--- src/rso_pkg.sv ---
// Purpose: Shared constants for the remote status outputs block
// Assumes: 100 MHz core clock
// Notes:   Mode codes are arbitrary encodings of the operating mode input
// How it works
// - Ready when started up, no task running
// - Running while a task executes
// - Paused while any paused task exists
// - Error sticky until remote reset input
// - Emergency stop indicator follows stop condition
// - Guard open indicator follows safeguard state
// - Critical fault cleared only by reboot
// - Warning indicator, tasks keep running
// - Drive power indicator follows motor state
// - Park position indicator follows arm position
// - Program index on three weighted lines
// - Remote accept: auto+remote or program+remote
// - Manual jog indicator in teach mode
// - Fault number on fourteen weighted lines
// - Fifteen zone occupancy indicators
// - Fifteen plane occupancy indicators
// - Full power indicator while power high
// - Error rejects commands until reset clears it

package rso_pkg;

  ////////////////////////////////////////////////////////////////////
  // Widths
  localparam int PROG_W  = 3;   // Program index lines
  localparam int FAULT_W = 14;  // Fault number, weights 1..8192
  localparam int ZONE_N  = 15;  // Zone and plane indicators
  localparam int MODE_W  = 2;   // Operating mode code

  ////////////////////////////////////////////////////////////////////
  // Operating mode codes
  localparam logic [MODE_W-1:0] MODE_AUTO    = 2'h0;
  localparam logic [MODE_W-1:0] MODE_PROGRAM = 2'h1;
  localparam logic [MODE_W-1:0] MODE_TEACH   = 2'h2;

  ////////////////////////////////////////////////////////////////////
  // Timing
  localparam int CLK_PERIOD_NS = 10;        // Core clock period
  localparam int NS_PER_MS     = 1000000;   // Unit conversion
  localparam int TICK_MS       = 1;         // Qualifier tick
  localparam int PULSE_MIN_MS  = 25;        // Least remote pulse
  // Cycles per tick, rounded down to keep ticks no longer
  localparam int CYC_PER_TICK  = TICK_MS * NS_PER_MS / CLK_PERIOD_NS;
  // Tick phase is unknown, so one tick less guarantees detection
  localparam int PULSE_TICKS   = PULSE_MIN_MS / TICK_MS - 1;
  localparam int QCNT_W        = 5;         // Holds PULSE_TICKS

  ////////////////////////////////////////////////////////////////////
  // Reset values and codes
  localparam logic [FAULT_W-1:0] FAULT_NONE    = 14'h0000;
  localparam logic [FAULT_W-1:0] FAULT_OVERLAP = 14'h0001; // Arbitrary

endpackage

--- src/rso_status_out.sv ---
// Purpose: Drives the remote status outputs and screens remote inputs
// Assumes: Controller state inputs synchronous to core_clk
// Notes:   Outputs lag their cause by one cycle
`timescale 1ns/1ns
`default_nettype none

module rso_status_out #(
  parameter int CMD_N = 8,                     // Remote commands
  parameter int CYC_PER_TICK = rso_pkg::CYC_PER_TICK
) (
  // Clock and reset
  input  wire logic                         core_clk,
  input  wire logic                         rst_n,
  // Controller task state
  input  wire logic                         startup_done,
  input  wire logic                         task_running,
  input  wire logic                         task_paused,
  input  wire logic [rso_pkg::PROG_W-1:0]   program_index,
  // Fault events
  input  wire logic                         error_event,
  input  wire logic [rso_pkg::FAULT_W-1:0]  fault_code_in,
  input  wire logic                         critical_event,
  input  wire logic                         warning_in,
  // Safety and drive state
  input  wire logic                         estop_in,
  input  wire logic                         guard_in,
  input  wire logic                         motors_in,
  input  wire logic                         park_in,
  input  wire logic                         power_high_in,
  // Mode selection
  input  wire logic [rso_pkg::MODE_W-1:0]   op_mode,
  input  wire logic                         remote_selected,
  input  wire logic                         remote_io_enable,
  // Occupancy
  input  wire logic [rso_pkg::ZONE_N-1:0]   zone_in,
  input  wire logic [rso_pkg::ZONE_N-1:0]   plane_in,
  // Remote inputs
  input  wire logic [CMD_N-1:0]             remote_cmd_in,
  input  wire logic                         remote_reset_in,
  // Status outputs
  output logic                              ready_status,
  output logic                              running_status,
  output logic                              paused_status,
  output logic                              error_status,
  output logic                              emergency_stop_active,
  output logic                              guard_door_open,
  output logic                              critical_fault,
  output logic                              warning_status,
  output logic                              drive_power_on,
  output logic                              arm_at_park_position,
  output logic                              active_program_bit0,
  output logic                              active_program_bit1,
  output logic                              active_program_bit2,
  output logic                              remote_accept_status,
  output logic                              manual_jog_mode,
  output logic                              full_power_status,
  output logic [rso_pkg::FAULT_W-1:0]       fault_number,
  output logic [rso_pkg::ZONE_N-1:0]        zone_occupied,
  output logic [rso_pkg::ZONE_N-1:0]        plane_occupied,
  // Accepted remote commands
  output logic [CMD_N-1:0]                  cmd_accept,
  output logic                              reset_accept
);

  ////////////////////////////////////////////////////////////////////
  // True when more than one bit is set
  function automatic logic multi_hot(input logic [CMD_N:0] v);
    multi_hot = |(v & (v - {{CMD_N{1'b0}}, 1'b1}));
  endfunction

  ////////////////////////////////////////////////////////////////////
  // Reset release through two flops
  logic rst_meta_q;    // First stage, read only by the second
  logic rst_sync_q;    // Reset copy used everywhere

  always_ff @(posedge core_clk or negedge rst_n) begin
    if (!rst_n) begin
      rst_meta_q <= 1'b0;
      rst_sync_q <= 1'b0;
    end else begin
      rst_meta_q <= 1'b1;
      rst_sync_q <= rst_meta_q;
    end
  end

  ////////////////////////////////////////////////////////////////////
  // Remote input qualification
  logic            tick;       // Width tick
  logic [CMD_N:0]  q_held;     // Reset is the top bit
  logic [CMD_N:0]  q_rise;     // Newly qualified inputs

  rso_tick_div #(
    .CYC (CYC_PER_TICK)
  ) u_div (
    .core_clk (core_clk),
    .rst_n    (rst_sync_q),
    .tick     (tick)
  );

  rso_pulse_qual #(
    .N (CMD_N + 1)
  ) u_qual (
    .core_clk (core_clk),
    .rst_n    (rst_sync_q),
    .tick     (tick),
    .lvl_in   ({remote_reset_in, remote_cmd_in}),
    .held     (q_held),
    .rise     (q_rise)
  );

  ////////////////////////////////////////////////////////////////////
  // Block state
  typedef struct packed {
    logic                        ready;
    logic                        running;
    logic                        paused;
    logic                        err;
    logic                        estop;
    logic                        guard;
    logic                        crit;
    logic                        warn;
    logic                        motors;
    logic                        park;
    logic [rso_pkg::PROG_W-1:0]  prog;
    logic                        accept;
    logic                        jog;
    logic                        power;
    logic [rso_pkg::FAULT_W-1:0] fault;
    logic [rso_pkg::ZONE_N-1:0]  zone;
    logic [rso_pkg::ZONE_N-1:0]  plane;
    logic [CMD_N-1:0]            cmd;
    logic                        rst_ok;
  } rso_state_type;

  rso_state_type s_q;
  rso_state_type s_d;

  logic overlap;       // Two remote inputs at once
  logic clear_ok;      // Accepted reset clears the error

  assign overlap  = multi_hot(q_held);
  // Reset is the one command still taken with an error
  assign clear_ok = q_rise[CMD_N] && s_q.accept;

  ////////////////////////////////////////////////////////////////////
  // Next state
  always_comb begin
    s_d = s_q;
    // Plain status followers
    s_d.ready   = startup_done && !task_running;
    s_d.running = task_running;
    s_d.paused  = task_paused;
    s_d.estop   = estop_in;
    s_d.guard   = guard_in;
    s_d.warn    = warning_in;
    s_d.motors  = motors_in;
    s_d.park    = park_in;
    s_d.prog    = program_index;
    s_d.jog     = (op_mode == rso_pkg::MODE_TEACH);
    s_d.power   = power_high_in;
    s_d.zone    = zone_in;
    s_d.plane   = plane_in;
    // Remote acceptance in two modes only
    s_d.accept = ((op_mode == rso_pkg::MODE_AUTO) && remote_selected) ||
                 ((op_mode == rso_pkg::MODE_PROGRAM) && remote_io_enable);
    // Critical fault has no clear path but reset
    s_d.crit = s_q.crit || critical_event;
    // Error: clear first, so a new event wins
    if (clear_ok) begin
      s_d.err   = 1'b0;
      s_d.fault = rso_pkg::FAULT_NONE;
    end
    if (overlap) begin
      s_d.err   = 1'b1;
      s_d.fault = rso_pkg::FAULT_OVERLAP;
    end
    if (error_event) begin
      s_d.err   = 1'b1;
      s_d.fault = fault_code_in;
    end
    // Commands pass only with no error, remote enabled and no overlap
    if (s_q.err || !s_q.accept || overlap) begin
      s_d.cmd = '0;
    end else begin
      s_d.cmd = q_rise[CMD_N-1:0];
    end
    s_d.rst_ok = clear_ok;
  end

  ////////////////////////////////////////////////////////////////////
  // State register; all outputs low in reset
  always_ff @(posedge core_clk or negedge rst_sync_q) begin
    if (!rst_sync_q) begin
      s_q <= '0;
    end else begin
      s_q <= s_d;
    end
  end

  ////////////////////////////////////////////////////////////////////
  // Outputs straight from the state register
  assign ready_status          = s_q.ready;
  assign running_status        = s_q.running;
  assign paused_status         = s_q.paused;
  assign error_status          = s_q.err;
  assign emergency_stop_active = s_q.estop;
  assign guard_door_open       = s_q.guard;
  assign critical_fault        = s_q.crit;
  assign warning_status        = s_q.warn;
  assign drive_power_on        = s_q.motors;
  assign arm_at_park_position  = s_q.park;
  assign active_program_bit0   = s_q.prog[0];
  assign active_program_bit1   = s_q.prog[1];
  assign active_program_bit2   = s_q.prog[2];
  assign remote_accept_status  = s_q.accept;
  assign manual_jog_mode       = s_q.jog;
  assign full_power_status     = s_q.power;
  assign fault_number          = s_q.fault;
  assign zone_occupied         = s_q.zone;
  assign plane_occupied        = s_q.plane;
  assign cmd_accept            = s_q.cmd;
  assign reset_accept          = s_q.rst_ok;

  ////////////////////////////////////////////////////////////////////
  // Checks
  ready_follow_a: assert property (@(posedge core_clk) disable iff (!rst_sync_q)
    ##1 ready_status == $past(startup_done && !task_running))
    else $error("ready wrong");

  running_follow_a: assert property (@(posedge core_clk) disable iff (!rst_sync_q)
    task_running |=> running_status) else $error("running missing");

  error_hold_a: assert property (@(posedge core_clk) disable iff (!rst_sync_q)
    (error_status && !clear_ok) |=> error_status) else $error("error dropped");

  estop_follow_a: assert property (@(posedge core_clk) disable iff (!rst_sync_q)
    estop_in |=> emergency_stop_active) else $error("stop missing");

  crit_sticky_a: assert property (@(posedge core_clk) disable iff (!rst_sync_q)
    (critical_event || critical_fault) |=> critical_fault)
    else $error("critical cleared");

  prog_code_a: assert property (@(posedge core_clk) disable iff (!rst_sync_q)
    ##1 {active_program_bit2, active_program_bit1, active_program_bit0}
        == $past(program_index)) else $error("program code");

  accept_mode_a: assert property (@(posedge core_clk) disable iff (!rst_sync_q)
    remote_accept_status |-> $past(op_mode != rso_pkg::MODE_TEACH))
    else $error("accept in teach");

  fault_load_a: assert property (@(posedge core_clk) disable iff (!rst_sync_q)
    error_event |=> error_status && fault_number == $past(fault_code_in))
    else $error("fault number");

  overlap_err_a: assert property (@(posedge core_clk) disable iff (!rst_sync_q)
    overlap |=> error_status) else $error("overlap missed");

  reject_cmd_a: assert property (@(posedge core_clk) disable iff (!rst_sync_q)
    error_status |=> cmd_accept == '0) else $error("command in error");

  reset_clear_a: assert property (@(posedge core_clk) disable iff (!rst_sync_q)
    (clear_ok && !overlap && !error_event) |=> !error_status && reset_accept)
    else $error("reset ignored");

  zone_follow_a: assert property (@(posedge core_clk) disable iff (!rst_sync_q)
    ##1 zone_occupied == $past(zone_in)) else $error("zone");

  paused_follow_a: assert property (@(posedge core_clk) disable iff (!rst_sync_q)
    ##1 paused_status == $past(task_paused))
    else $error("paused wrong");

  guard_follow_a: assert property (@(posedge core_clk) disable iff (!rst_sync_q)
    ##1 guard_door_open == $past(guard_in))
    else $error("guard wrong");

  warn_follow_a: assert property (@(posedge core_clk) disable iff (!rst_sync_q)
    ##1 warning_status == $past(warning_in))
    else $error("warning wrong");

  motor_follow_a: assert property (@(posedge core_clk) disable iff (!rst_sync_q)
    ##1 drive_power_on == $past(motors_in))
    else $error("motors wrong");

  park_follow_a: assert property (@(posedge core_clk) disable iff (!rst_sync_q)
    ##1 arm_at_park_position == $past(park_in))
    else $error("park wrong");

  jog_mode_a: assert property (@(posedge core_clk) disable iff (!rst_sync_q)
    ##1 manual_jog_mode == $past(op_mode == rso_pkg::MODE_TEACH))
    else $error("jog wrong");

  power_follow_a: assert property (@(posedge core_clk) disable iff (!rst_sync_q)
    ##1 full_power_status == $past(power_high_in))
    else $error("power wrong");

  plane_follow_a: assert property (@(posedge core_clk) disable iff (!rst_sync_q)
    ##1 plane_occupied == $past(plane_in))
    else $error("plane wrong");

  overlap_drop_a: assert property (@(posedge core_clk) disable iff (!rst_sync_q)
    overlap |=> cmd_accept == '0)
    else $error("overlap accepted");

endmodule

`default_nettype wire

--- src/rso_tick_div.sv ---
// Purpose: One-cycle tick enable every CYC cycles
// Assumes: Synchronous active-low reset copy
// Notes:   Tick period sets qualifier resolution
`timescale 1ns/1ns
`default_nettype none

module rso_tick_div #(
  parameter int CYC = rso_pkg::CYC_PER_TICK
) (
  // Clock and reset
  input  wire logic core_clk,
  input  wire logic rst_n,
  // Tick
  output logic      tick
);

  typedef struct packed {
    logic [31:0] cnt;   // Cycle counter
    logic        tick;  // Tick pulse
  } rso_div_type;

  rso_div_type s_q;
  rso_div_type s_d;

  ////////////////////////////////////////////////////////////////////
  // Count down to the tick
  always_comb begin
    s_d = s_q;
    s_d.tick = 1'b0;
    if (s_q.cnt == 32'h0) begin
      s_d.cnt = 32'(CYC - 1);
      s_d.tick = 1'b1;
    end else begin
      s_d.cnt = s_q.cnt - 32'h1;
    end
  end

  // State register
  always_ff @(posedge core_clk or negedge rst_n) begin
    if (!rst_n) begin
      s_q <= '0;
    end else begin
      s_q <= s_d;
    end
  end

  assign tick = s_q.tick;

  // Ticks never come back to back unless CYC is one
  tick_gap_a: assert property (@(posedge core_clk) disable iff (!rst_n)
    (tick && CYC > 1) |=> !tick) else $error("tick too close");

endmodule

`default_nettype wire

--- src/rso_pulse_qual.sv ---
// Purpose: Qualifies remote input levels by least width
// Assumes: Inputs synchronous to core clock
// Notes:   Width measured in ticks from rso_tick_div
`timescale 1ns/1ns
`default_nettype none

module rso_pulse_qual #(
  parameter int N     = 9,
  parameter int TICKS = rso_pkg::PULSE_TICKS
) (
  // Clock and reset
  input  wire logic         core_clk,
  input  wire logic         rst_n,
  // Inputs
  input  wire logic         tick,
  input  wire logic [N-1:0] lvl_in,
  // Qualified
  output logic      [N-1:0] held,
  output logic      [N-1:0] rise
);

  localparam int CW = rso_pkg::QCNT_W;
  localparam logic [CW-1:0] TOP = CW'(TICKS);

  typedef struct packed {
    logic [N-1:0][CW-1:0] cnt;   // Ticks seen while high
    logic [N-1:0]         held;  // Width reached
    logic [N-1:0]         rise;  // First cycle of held
  } rso_qual_type;

  rso_qual_type s_q;
  rso_qual_type s_d;

  ////////////////////////////////////////////////////////////////////
  // Per input width counter; a low level restarts it
  always_comb begin
    s_d = s_q;
    for (int i = 0; i < N; i++) begin
      if (!lvl_in[i]) begin
        s_d.cnt[i] = '0;
      end else if (tick && s_q.cnt[i] != TOP) begin
        s_d.cnt[i] = s_q.cnt[i] + CW'(1);
      end
      s_d.held[i] = lvl_in[i] && (s_d.cnt[i] == TOP);
      s_d.rise[i] = s_d.held[i] && !s_q.held[i];
    end
  end

  // State register
  always_ff @(posedge core_clk or negedge rst_n) begin
    if (!rst_n) begin
      s_q <= '0;
    end else begin
      s_q <= s_d;
    end
  end

  assign held = s_q.held;
  assign rise = s_q.rise;

  // A one-cycle pulse on input 0 never qualifies
  qual_input_a: assert property (@(posedge core_clk) disable iff (!rst_n)
    $rose(held[0]) |-> $past(lvl_in[0]) && $past(lvl_in[0], 2))
    else $error("held without input");

endmodule

`default_nettype wire

--- config.mk ---
export PLATFORM = sky130hd
export DESIGN_NAME = rso_status_out
export DESIGN_NICKNAME = d
export VERILOG_FILES = /design/src/rso_pkg.sv /design/src/rso_status_out.sv /design/src/rso_tick_div.sv /design/src/rso_pulse_qual.sv
export SDC_FILE = /design/constraint.sdc
export NUM_CORES = 1
export LEC_CHECK = 0
export BUFFER_PORTS_ARGS = -buffer_cell sky130_fd_sc_hd__buf_2
export CAP_MARGIN = 25
export CORE_MARGIN = 2
export CORE_UTILIZATION = 39
export DETAILED_ROUTE_END_ITERATION = 8
export GPL_ROUTABILITY_DRIVEN = 1
export MAX_ROUTING_LAYER = met4
export REMOVE_ABC_BUFFERS = 1
export SLEW_MARGIN = 25
export SYNTH_ARGS = -nofsm -noshare
export SYNTH_HDL_FRONTEND = slang
export SYNTH_HIERARCHICAL = 1
export SYNTH_SLANG_ARGS = --single-unit
--- constraint.sdc ---
create_clock -name core_clk -period 6 [get_ports core_clk]
set_input_delay 0 -clock core_clk [delete_from_list [all_inputs] [get_ports core_clk]]
set_output_delay 0 -clock core_clk [all_outputs]
set_load 0.05 [all_outputs]
==> results of run 1 <==
cell type report:
type                            count  area (um^2)
Clock inverter                     15          174
Clock buffer                       17          425
Fill cell                        1699         9600
Tap cell                          265          332
Multi-Input combinational cell    410         3060
Inverter                           29          121
Timing Repair Buffer              215         1440
Sequential cell                   167         4180
repair_timing:
action	CTS	global route
hold endpoints to repair	116	0
setup endpoints to repair	0	0
gates resized for setup	0	0
hold buffers	71	0
flip-flops by register name (all words and copies together), names as in the netlist, 8 cells and up:
name            count
u_qual/s_q         45
u_qual/held         9
cmd_accept          8
zone_occupied      15
plane_occupied     15
fault_number       14
u_div/s_q          32
u_qual/rise         9
stage by stage:
step	total power [W]	area [um^2]	setup WS, ps	utilization, %	hold WS [ps]
6_report	0.00248	9740	3640	50.4	50.1
5_1_grt	0.00258	9740	3350	50.4	44.8
4_1_cts	0.00251	9740	3610	50.4	17.8
3_5_place_dp	0.00136	8430	3590	43.6	-211
3_3_place_gp	0.00136	8430	3720	43.6	-213
2_1_floorplan	0.00129	7360	1000	-	-296
layer usage:
metal,up-vias,wire [um]
met5,-,0
met2,154,8360
met1,2684,7210
met3,21,816
li1,2625,-
met4,0,271
tightest hold or removal path: stages:
cell and delay (ps):
sky130_fd_sc_hd__buf_2 270, sky130_fd_sc_hd__nand2_1 120, sky130_fd_sc_hd__o21ai_1 50
worst paths after layout:
check / end / slack [ps] / depth (start not counted) / start
setup reg to reg: u_div/s_q[27] / 3640 / 7 / u_div/s_q[1]
hold / removal: fault_number[12] / 50 / 3 / error_event
hold reg to reg: rst_sync_q / 380 / 0 / rst_meta_q
setup / recovery: u_div/s_q[27] / 3640 / 7 / u_div/s_q[1]
min in group asynchronous: rst_meta_q / 440 / 3 / rst_n
max in group asynchronous: u_qual/s_q[25] / 4340 / 1 / rst_sync_q
placed cells by master, fill, tap and decap left out, types with 4 or more instances in the layout:
master,n
sky130_fd_sc_hd__buf_2,141
sky130_fd_sc_hd__nor3_1,25
sky130_fd_sc_hd__a2111o_1,5
sky130_fd_sc_hd__xor2_1,15
sky130_fd_sc_hd__and3_1,5
sky130_fd_sc_hd__o21ai_0,20
sky130_fd_sc_hd__o21ai_2,7
sky130_fd_sc_hd__mux2_2,7
sky130_fd_sc_hd__nor4_2,7
sky130_fd_sc_hd__inv_8,6
sky130_fd_sc_hd__o211ai_1,4
sky130_fd_sc_hd__nand4b_1,15
sky130_fd_sc_hd__nand2_1,46
sky130_fd_sc_hd__nand2b_1,7
sky130_fd_sc_hd__nor2_2,8
sky130_fd_sc_hd__nor4b_2,7
sky130_fd_sc_hd__mux2i_1,15
sky130_fd_sc_hd__nand4_1,13
sky130_fd_sc_hd__nor2b_1,17
sky130_fd_sc_hd__and4b_1,4
sky130_fd_sc_hd__clkbuf_16,17
sky130_fd_sc_hd__dlygate4sd3_1,71
sky130_fd_sc_hd__a21oi_1,4
sky130_fd_sc_hd__nand3_1,8
sky130_fd_sc_hd__nand4_2,5
sky130_fd_sc_hd__inv_1,28
sky130_fd_sc_hd__or3_1,5
sky130_fd_sc_hd__and2_1,26
sky130_fd_sc_hd__nand3_2,4
sky130_fd_sc_hd__ha_1,19
sky130_fd_sc_hd__xnor2_1,38
sky130_fd_sc_hd__dfrtp_1,166
sky130_fd_sc_hd__nor2_1,28
sky130_fd_sc_hd__o41ai_2,4
sky130_fd_sc_hd__inv_6,6
cell families after synthesis:
group / share of synthesized area, %
compound gates: 6.88
xor+xnor: 6.30
fa+ha+maj: 3.12
buf+inv: 5.06
flops: 54.8
mux: 3.15
other cells: 0.0492
simple gates: 20.6
cell usage after synthesis, types with 7 or more instances:
cell	instances	share of area [%]
sky130_fd_sc_hd__nor3_1	25	1.6
sky130_fd_sc_hd__and2_1	26	2.1
sky130_fd_sc_hd__nor4b_2	7	1.4
sky130_fd_sc_hd__ha_1	19	3.1
sky130_fd_sc_hd__nand2_1	46	2.3
sky130_fd_sc_hd__nor2_2	8	0.66
sky130_fd_sc_hd__nor2_1	28	1.4
sky130_fd_sc_hd__mux2i_1	15	2.0
sky130_fd_sc_hd__o21ai_2	7	0.80
sky130_fd_sc_hd__buf_4	19	1.9
sky130_fd_sc_hd__mux2_2	7	1.0
sky130_fd_sc_hd__nand3_1	8	0.53
sky130_fd_sc_hd__nor2b_1	17	1.4
sky130_fd_sc_hd__o21ai_0	20	1.3
sky130_fd_sc_hd__nand2b_1	7	0.57
sky130_fd_sc_hd__xor2_1	15	1.7
sky130_fd_sc_hd__nand4b_1	15	1.7
sky130_fd_sc_hd__xnor2_1	38	4.4
sky130_fd_sc_hd__dfrtp_1	167	55
sky130_fd_sc_hd__nor4_2	7	1.1
sky130_fd_sc_hd__clkbuf_1	7	0.34
sky130_fd_sc_hd__nand4_1	13	1.1
sky130_fd_sc_hd__inv_1	28	1.4
power breakdown:
| part | internal [W] | switching, W | total [W] |
|---|---|---|---|
| registers | 0.00115 | 0.0000177 | 0.00117 |
| logic | 0.0000715 | 0.000134 | 0.000206 |
| clock network | 0.000600 | 0.000504 | 0.00110 |
| total | 0.00182 | 0.000656 | 0.00248 |
==> out/summary.md, run 1 <==
The flow ran to the end, and the final reports show no timing, DRC or antenna violations. The slew of the pin with the lowest slew margin was 994 ps. The maximum frequency from static timing analysis is 0.425 GHz, and the die width is 144 um. Delay contributed by the slowest stage of the critical path: 410 ps. The worst setup path is launched from a flip-flop. The worst path needs 2360 ps of the cycle, external delays included. The max-slew headroom at the worst pin came out at 33.5%.

The tools report the number of max-slew violations in the final report as 0. Dividing the final minimum period by the clock period gives 39.3%. The run gives 0.00762 mm^2 as the area of the mapped netlist.

For this run, design rule violations remaining after detail routing come to 0. The share of flip-flops with an asynchronous set or reset was 100%; the share of cells above drive strength 1 was 27.8%. Compared with the post-synthesis result, the final layout area differs by 27.8%. The number of synthesized flops with an enable pin was 0; the maximum net fanout on the critical path was 10. Summing the sequential cell areas from Yosys gives 54.8% of the chip area. Number of instances in the synthesized netlist: 644. Setup violations remaining at the end of the flow were counted as 0. Most crowded layer after global routing: met2. For the final hold violation count, the log shows 0. For the unique cell type count in the Yosys netlist, the log shows 64.

The largest individual stage delay along the critical path comes from the cell sky130_fd_sc_hd__dfrtp_1. Walking the worst path, the cells encountered are inv_1 > ha_1 > nor4b_2 > nand4_2 > or2_1 > nor3_1 > mux2_2. After legalization and detailed placement, the total HPWL measured 11500 um.

Port buffering added 141 buffers. Setup repair after global routing left no endpoint under its margin. The total routed wirelength is 16700 um, and the maximum count of clock buffers along a single path is 2. Once the floorplan was initialized, standard cells occupied 39.4% of the core. The run gives 6310 ps as the required time of the worst setup path. The kind of critical path was flip-flop to flip-flop.

Number of antenna violations at the first check in global routing: 0. For the routability congestion estimate from global placement, the log shows 0.859. Each instance of the synthesized netlist takes up on average 11.8 um^2. In this run the vertical extent of the chip is 144 um.

The first routing iteration left 162 violations. The first global-routing pass estimated 27000 um of wire. Detailed routing inserted a total of 5484 vias.

Summed over all failing endpoints, the final setup total negative slack is 0 ps. The run gives 51 as the number of rows created at floorplan. The clock reaches the later pin of the worst-skew pair after 420 ps. Number of vias per cell after detailed routing: 4.91.

Among all flip-flop cells after synthesis, the most frequent one is sky130_fd_sc_hd__dfrtp_1. For the data arrival time of the critical path, the log shows 2660 ps. TritonCTS built the clock tree.

The antenna cell count was 0; the leakage component of the power was 4.57 nW. The clock skew is 10.7 ps, and the number of I/O pins is 142. Broken down by cell family, the worst path's largest delay share belongs to simple AND/OR/NAND/NOR gates. After detailed routing, the average wire length per cell comes to 14.9 um.

The flop and latch count out of synthesis works out to 167. Type of element capturing the critical path: a flip-flop. Remaining number of nets flagged by the antenna check after routing: 0. The path type of the worst min-delay path is input port to flip-flop. The floorplan die area is 0.0207 mm^2. The logs give 1118 for the number of cells in the finished layout apart from fillers and 29.1% for the fraction of met2 tracks used by global routing. For this run, global-route usage on met3 was measured as 4.10%.

Entering global routing, the biggest net connects 67 pins. Global routing consumed, on the met1 layer, 20.1% of the routing resources. Counting tap cells, the placed design contains a total of 1015 instances.

Buffers added to address setup during post-CTS repair amount to 0. The run gives 167 as the clock net sink count. The number of buffers and inverters on the critical path was 1; the global route total overflow was 0. Number of global-route vias before repair: 5600. The post-CTS clock slew at the launch and capture registers of the worst setup and hold paths was 70 ps; the number of synthesis warnings was 6. The logs give 0 for the max-cap check violation count and 17.2% for the overall fraction of global-route tracks in use.

The clock root buffer is sky130_fd_sc_hd__clkbuf_16. The total area inside the core boundary comes to 0.0193 mm^2. The worst-case IR drop observed on VDD is 0.000203 V.

The run gives 17 as the number of buffers added by the clock tree synthesis step. In this run the power density over the cells is 254 mW/mm^2. The number of detailed-route iterations in the first pass is 4. The deepest level of the CTS H-tree is 4, and the number of nets in the final layout is 932.
Power figures use the tool's default switching activity.
==> run 2, diff against run 1 <==
==> constraint.sdc (replaced) <==
create_clock -name core_clk -period 2.4 [get_ports core_clk]
set_input_delay 0 -clock core_clk [delete_from_list [all_inputs] [get_ports core_clk]]
set_output_delay 0 -clock core_clk [all_outputs]
set_load 0.05 [all_outputs]
==> run 2 against run 1 <==
  * Sequential power rose by 150%
  * Power rose by 150%
  * Hold slack improved by 5.1 ps
  * Combinational power rose to 2.6 times the previous value
  * Fmax up 7.6%
  * Worst setup slack worse by 3400 ps
  * Sequential cell count is the same
  * Critical path depth stayed put
  * Die area did not move
  * Critical endpoint unchanged
==> out/summary.md, run 2 (synthesized netlist as in run 1, its figures left out) <==
The run finished with clean final reports. Setup repair after global routing left no endpoint under its margin. Worst hold slack across all endpoints: 55.2 ps (+5.15 ps).

The y dimension of the die is 144 um (unchanged), and the number of max-slew violations in the final report is 0 (unchanged). The logs give 1021 (+0.59%) for the post-placement cell count and 32.2% (-1.3 points) for the max-slew headroom at the worst pin. The number of nets in the final layout was 938 (+0.64%); the share of cells above drive strength 1 was 28.3% (+0.50 points). The fraction of the cycle the final worst path needs was 91.2% (+52 points); the source-to-sink clock delay at the later pin of the worst-skew pair was 430 ps (about the same). The peak ir drop on the vdd network is 0.000558 V (+170%), and the maximum net fanout on the critical path is 5 (-5). The maximum frequency from static timing analysis is 0.457 GHz (+7.6%).

The largest registers in the layout are u_qual/s_q (45), u_div/s_q (32). The number of vias per cell after detailed routing was 4.86 (-0.84%); the first-pass GRT wire length was 27700 um (+2.6%). The number of flip-flops under the largest register name was 45 (unchanged). The total power per unit cell area is 620 mW/mm^2 (+140%).

The count of buffers from port buffering was 141 (unchanged); the number of detailed-route iterations in the first pass was 7 (+3). The number of cells on the worst reg-to-reg path is 7 (unchanged), and the post-CTS clock slew at the launch and capture registers of the worst setup and hold paths is 70 ps (about the same). The deepest level of the CTS H-tree was 4 (unchanged).

The clock period minus worst slack is 2190 ps (-166 ps). The logs give 167 (unchanged) for the clock net sink count and 16800 um (+0.64%) for the total routed wirelength. The run gives 8.72 ps (-1.96 ps) as the clock skew. The delay contributed by the slowest stage of the critical path is 410 ps (about the same). The endpoint identified for the worst register-to-register timing path is u_div/s_q[27]. The number of antenna violations at the first check in global routing is 0 (unchanged). The kind of cell adding the most delay to the critical path was simple AND/OR/NAND/NOR gates. The run gives 2710 ps (-3600 ps) as the required time of the worst setup path. The leakage component of the power came out at 4.60 nW (+0.56%). The area of the core came out at 0.0193 mm^2 (unchanged). The register with the most flip-flops in the final layout is u_qual/s_q. The number of global-route vias before repair is 5752 (+2.7%). DRC violations left: 0 (unchanged).

Number of cells in the finished layout apart from fillers: 1125 (+0.63%). The critical path goes through inv_1 > ha_1 > nor4b_2 > nand4_2 > or2_1 > nor3_1 > mux2_2. For the final-report setup violation count, the log shows 0 (unchanged). The run gives 0.00608 W (+150%) as the total power after layout. The cell at the slowest stage of the critical path is sky130_fd_sc_hd__dfrtp_1.

The floorplan die area came out at 0.0207 mm^2 (unchanged). The count of hold-fix buffers inserted at cts is 71 (unchanged), and the number of buffers and inverters on the critical path is 1 (unchanged). TritonCTS built the clock tree. Type of element capturing the critical path: a flip-flop. The final setup TNS was 0 ps (unchanged); the global route total overflow was 0 (unchanged).

The number of buffers added by the clock tree synthesis step was 17 (unchanged). The detailed placement HPWL came out at 11600 um (+0.91%). Leaving out fill and tap cells, the most frequent cell in the layout is sky130_fd_sc_hd__dfrtp_1.

The tools report the overall fraction of global-route tracks in use as 17.4% (+0.22 points). For the count of filler cells inserted in the layout, the log shows 1713 (+0.82%). Die width: 144 um (unchanged). The critical path endpoint is u_div/s_q[27]. The max-cap check violation count is 0 (unchanged).

The top cell types in the final layout, fill and taps aside, are 166 x sky130_fd_sc_hd__dfrtp_1, 141 x sky130_fd_sc_hd__buf_2, 71 x sky130_fd_sc_hd__dlygate4sd3_1. The average wire length per cell after detail routing is 14.9 um (about the same). Kind of critical path: flip-flop to flip-flop. The run gives 39.4% (unchanged) as the starting density of the core.

The quantity of gates resized following cts was 0 (unchanged); the routability congestion estimate from global placement was 0.805 (-6.3%). The post-CTS repair timing setup buffer count came out at 0 (unchanged). The slew of the pin with the lowest slew margin came out at 1010 ps (+19.6 ps). The maximum count of clock buffers along a single path was 2 (unchanged). In this run the critical register-to-register path is launched from u_div/s_q[1]. The worst setup path is launched from a flip-flop.

The number of rows created at floorplan was 51 (unchanged). The final hold violation count is 0 (unchanged), and the data arrival time of the critical path is 2500 ps (-160 ps). The clock root buffer was sky130_fd_sc_hd__clkbuf_16. The startpoint of the tightest hold check path is error_event. The logs give 0 (unchanged) for the remaining number of nets flagged by the antenna check after routing and 5472 (-0.22%) for the via count. The critical path starts at u_div/s_q[1].

Compared with the post-synthesis result, the final layout area differs by 28.7%. For the initial DRC count, the log shows 248 (+53%). The number of I/O pins is 142 (unchanged).

The pin count of the biggest net entering global routing was 61 (-9.0%); the worst reg-to-reg setup slack was 210 ps (-3430 ps). Number of gates on the worst path with buffers counted: 7 (unchanged). The path class of the tightest hold or removal check is input port to flip-flop.
==> run 2: changes by cell type in the layout (fill, tap and decap cells not counted) <==
cell                         before  now
sky130_fd_sc_hd__inv_8            6    4
sky130_fd_sc_hd__buf_12           0    3
sky130_fd_sc_hd__inv_6            6    5
sky130_fd_sc_hd__buf_4            3    6
sky130_fd_sc_hd__diode_2          0    1
sky130_fd_sc_hd__clkinv_8         2    4
sky130_fd_sc_hd__clkinv_2         0    1
sky130_fd_sc_hd__clkinvlp_4       1    2
sky130_fd_sc_hd__bufinv_16        1    0
==> run 2: cell type report <==
cell class	count	area, um^2	share of cell area, %
antenna	1	2.50	0.0255
timing repair buffer	221	1520	15.5
clock buffer	17	425	4.34
clock inverter	15	158	1.61
sequential	167	4180	42.7
tap	265	332	3.38
multi-input combinational	410	3060	31.2
inverter	29	121	1.24
==> run 2: worst min path at each step <==
stage	cells after the start	end
2_1_floorplan	0	rst_meta_q
3_3_place_gp	1	rst_meta_q
3_5_place_dp	1	rst_meta_q
4_1_cts	3	fault_number[13]
5_1_grt	3	fault_number[10]
6_report	3	fault_number[7]
==> run 2: report_power, final <==
| group | internal [W] | switching [W] |
|---|---|---|
| registers | 0.00287 | 0.0000303 |
| clock network | 0.00139 | 0.00125 |
| logic | 0.000184 | 0.000352 |
==> run 2: metal layers <==
metal | global-route usage [%] | part of all wire [%] | up-vias
met4 | 6.14 | 2.1 | 0
met5 | - | 0 | -
met1 | 19.9 | 43 | 2660
li1 | - | - | 2637
met2 | 29.9 | 50 | 140
met3 | 4.20 | 4.9 | 35
==> run 2: worst register-to-register path: cells and delay by family, from the launching register on <==
kind,cells,cell delay (ps)
buf+inv,1,70
fa+ha+maj,1,210
flops,1,410
mux,1,360
simple gates,4,1040
==> run 2: stage by stage <==
step	utilization [%]	setup slack, ps	area (um^2)
2_1_floorplan	-	-2600	7360
3_3_place_gp	44.0	273	8510
3_5_place_dp	44.0	216	8510
4_1_cts	50.7	205	9800
5_1_grt	50.7	27.8	9800
6_report	50.7	211	9810
==> run 3, diff against run 2 <==
==> constraint.sdc (replaced) <==
create_clock -name core_clk -period 1.91 [get_ports core_clk]
set_input_delay 0 -clock core_clk [delete_from_list [all_inputs] [get_ports core_clk]]
set_output_delay 0 -clock core_clk [all_outputs]
set_load 0.05 [all_outputs]
==> run 3 against run 2 <==
  * The flow now finishes with violations (setup timing)
  * Global-route usage is 1.0 points higher
  * Clock skew is 2.3 ps higher
  * Wire length up 6.8%
  * Sequential power grew 26%
  * Via count up 5.2%
  * Final cell count is 4.9% higher
  * Die area is the same
  * Worst setup slack lost 340 ps
  * Design area is 6.2% higher
  * Critical endpoint is now u_div/s_q[6]
==> out/summary.md, run 3 (synthesized netlist as in run 1, its figures left out) <==
The largest registers in the layout are u_qual/s_q (45), u_div/s_q (32). The cell at the slowest stage of the critical path is sky130_fd_sc_hd__or4b_4. Counting stages on the worst path, the most repeated cell is sky130_fd_sc_hd__or3_4. The total placed instance area came out at 0.00890 mm^2 (+4.6%).

The tools report the DRC violations left as 0 (unchanged). The tools report the number of nets in the final layout as 993 (+5.9%). Number of I/O pins: 142 (unchanged). The starting density of the core is 39.4% (unchanged). More flip-flops sit in one register than any other, and that register is u_qual/s_q. The routability congestion estimate from global placement was 0.830 (+3.1%). The post-route core utilization came out at 53.8% (+3.1 points). The tools report the overall fraction of global-route tracks in use as 18.4% (+1.0 points). The global route total overflow is 0 (unchanged), and the required time of the worst setup path is 2230 ps (-480 ps). Die width: 144 um (unchanged). The number of stages on the worst hold path is 3 (unchanged). For the data arrival time of the critical path, the log shows 2350 ps (-150 ps). From synthesis to final layout, the design area changed by 36.6%. The number of vias per cell after detailed routing is 4.88 (+0.34%), and the source-to-sink clock delay at the later pin of the worst-skew pair is 430 ps (about the same). The number of max-slew violations in the final report came out at 0 (unchanged). The startpoint identified for the worst register-to-register timing path is u_div/s_q[25].

The run gives 228 (-8.1%) as the initial DRC count. The via count was 5759 (+5.2%); the count of buffers from port buffering was 141 (unchanged). The tightest min-delay check is of the input port to flip-flop type. The fraction of the cycle the final worst path needs was 107% (+15 points). The slew of the pin with the lowest slew margin was 607 ps (-407 ps); the floorplan die area was 0.0207 mm^2 (unchanged).

The logs give 21 (+21) for the final-report setup violation count and 3.68 ps (-51.6 ps) for the worst hold slack across all endpoints. The delay contributed by the slowest stage of the critical path was 520 ps (+110 ps). The critical path is of the flip-flop to flip-flop type. TritonCTS built the clock tree.

The flow ran to the end, but the final reports show violations. The average wire length per cell after detail routing is 15.2 um (+1.8%), and the clock skew is 11.0 ps (+2.32 ps). The logs give 0.491 GHz (+7.5%) for the maximum frequency from static timing analysis and 50 (-18%) for the pin count of the biggest net entering global routing.

The peak ir drop on the vdd network came out at 0.000581 V (+4.2%). The final hold violation count is 0 (unchanged). For the total routed wirelength, the log shows 17900 um (+6.8%). The run gives 4 (unchanged) as the deepest level of the CTS H-tree.

The endpoint identified for the worst register-to-register timing path is u_div/s_q[6]. The number of flip-flops under the largest register name was 45 (unchanged); the summed area of non-filler cells in the final layout was 0.0104 mm^2 (+6.2%). The detailed placement HPWL came out at 12500 um (+7.5%). Walking the worst path, the cells encountered are or3_4 > or4b_4 > or3_4 > buf_12 > clkinv_8 > nor2_2. The tools report the maximum count of clock buffers along a single path as 2 (unchanged).

The library cell used most frequently in the layout, excluding fill and tap cells, is sky130_fd_sc_hd__dfrtp_1. For the number of rows created at floorplan, the log shows 51 (unchanged). The y dimension of the die is 144 um (unchanged). The worst setup path is captured at a flip-flop.

The library cells used most frequently in the layout, excluding fill and tap cells, are 166 x sky130_fd_sc_hd__dfrtp_1, 141 x sky130_fd_sc_hd__buf_2, 71 x sky130_fd_sc_hd__dlygate4sd3_1. The number of antenna violations at the first check in global routing came out at 1 (+1). The logs give 0 (unchanged) for the max-cap check violation count and -123 ps (-339 ps) for the worst slack at placement.

The tools report the final setup slack of the worst path as -125 ps (-337 ps). The post-CTS clock slew at the launch and capture registers of the worst setup and hold paths was 80 ps (about the same); the first-pass GRT wire length was 29000 um (+4.9%). STA classifies the critical path startpoint as a flip-flop. The number of cells on the worst reg-to-reg path is 6 (-1). The clock root buffer was sky130_fd_sc_hd__clkbuf_16. Total power per unit cell area: 743 mW/mm^2 (+20%). Number of global-route vias before repair: 6057 (+5.3%). The startpoint of the tightest hold check path is error_event. The count of filler cells inserted in the layout is 1613 (-5.8%), and the max-slew headroom at the worst pin is 59.5% (+27 points).

The share of cells above drive strength 1 was 34.6% (+6.3 points); the final setup TNS was -1520 ps (-1520 ps). The maximum net fanout on the critical path is 8 (+3), and the clock period minus worst slack is 2040 ps (-153 ps). Clock net sink count: 167 (unchanged). Setup repair after global routing could not meet its margin everywhere. The leakage component of the power came out at 4.93 nW (+7.2%). The end of the worst hold path was fault_number[11]. The run gives -130 ps (-340 ps) as the worst reg-to-reg setup slack. The number of buffers added by the clock tree synthesis step was 17 (unchanged); the area of the core was 0.0193 mm^2 (unchanged). The tools report the remaining number of nets flagged by the antenna check after routing as 0 (unchanged).

The run gives 5 (-2) as the number of detailed-route iterations in the first pass. The checks that failed: setup timing.
run 3: cell types whose count changed in the layout (fill, tap and decap cells not counted), moves of 6 or more:
cell / previous run / this run
sky130_fd_sc_hd__buf_4: 6 / 56
sky130_fd_sc_hd__nor3_1: 25 / 19
sky130_fd_sc_hd__nor3_2: 0 / 6
sky130_fd_sc_hd__o21ai_0: 20 / 14
sky130_fd_sc_hd__o21ai_1: 1 / 7
run 3: cell type report:
class / instances / area, um^2 / area share (%)
repair inverters: 1 / 11.3 / 0.108
clock inverters: 15 / 174 / 1.67
inverters: 29 / 121 / 1.17
diodes: 1 / 2.50 / 0.0240
multi-input cells: 411 / 3210 / 30.9
repair buffers: 274 / 1950 / 18.7
clock buffers: 17 / 425 / 4.09
well taps: 265 / 332 / 3.18
flip-flops and latches: 167 / 4180 / 40.2
run 3: repair_timing:
action                                  4_1_cts  5_1_grt
hold buffers                                 71        0
buffers inserted                              1        2
pin swaps                                     1        5
endpoints found under the setup margin       24       39
endpoints found under the hold margin       116        0
resized for setup                            11       25
gates cloned                                  0        2
run 3: worst max path at each step:
| stage | startpoint | to | slack [ps] | cells past startpoint |
|---|---|---|---|---|
| after floorplan | rst_sync_q | active_program_bit0 | -3090 | 0 |
| after global routing | u_div/s_q[2] | u_div/s_q[29] | -180 | 7 |
| after detailed placement | u_div/s_q[25] | u_div/s_q[14] | -120 | 6 |
| after CTS | u_div/s_q[25] | u_div/s_q[6] | -100 | 6 |
| after global placement | u_div/s_q[25] | u_div/s_q[20] | -90 | 6 |
| final | u_div/s_q[25] | u_div/s_q[6] | -130 | 6 |
run 3: power by group:
part | leakage, nW | internal [W] | switching (W)
Clock | 0.287 | 0.00177 | 0.00162
Sequential | 2.16 | 0.00361 | 0.0000501
Combinational | 2.48 | 0.000240 | 0.000439
run 3: routing by layer:
layer,part of all wire [%],global-route usage [%],up-vias
met1,41,20.7,2851
li1,-,-,2755
met4,1.5,5.01,0
met2,52,32.5,131
met5,0,-,-
met3,4.8,4.93,22
run 3: through the flow:
| stage | power (W) | cells |
|---|---|---|
| after floorplan | 0.00406 | 606 |
| after global placement | 0.00429 | 1071 |
| after detailed placement | 0.00430 | 1071 |
| after CTS | 0.00784 | 1175 |
| after global routing | 0.00805 | 1180 |
| final | 0.00773 | 1180 |
run 3: critical path, delay by kind of cell (launching register included):
| kind | cells | cell delay, ps |
|---|---|---|
| DFF | 1 | 390 |
| buffers and inverters | 2 | 220 |
| and+or+nand+nor | 4 | 1330 |
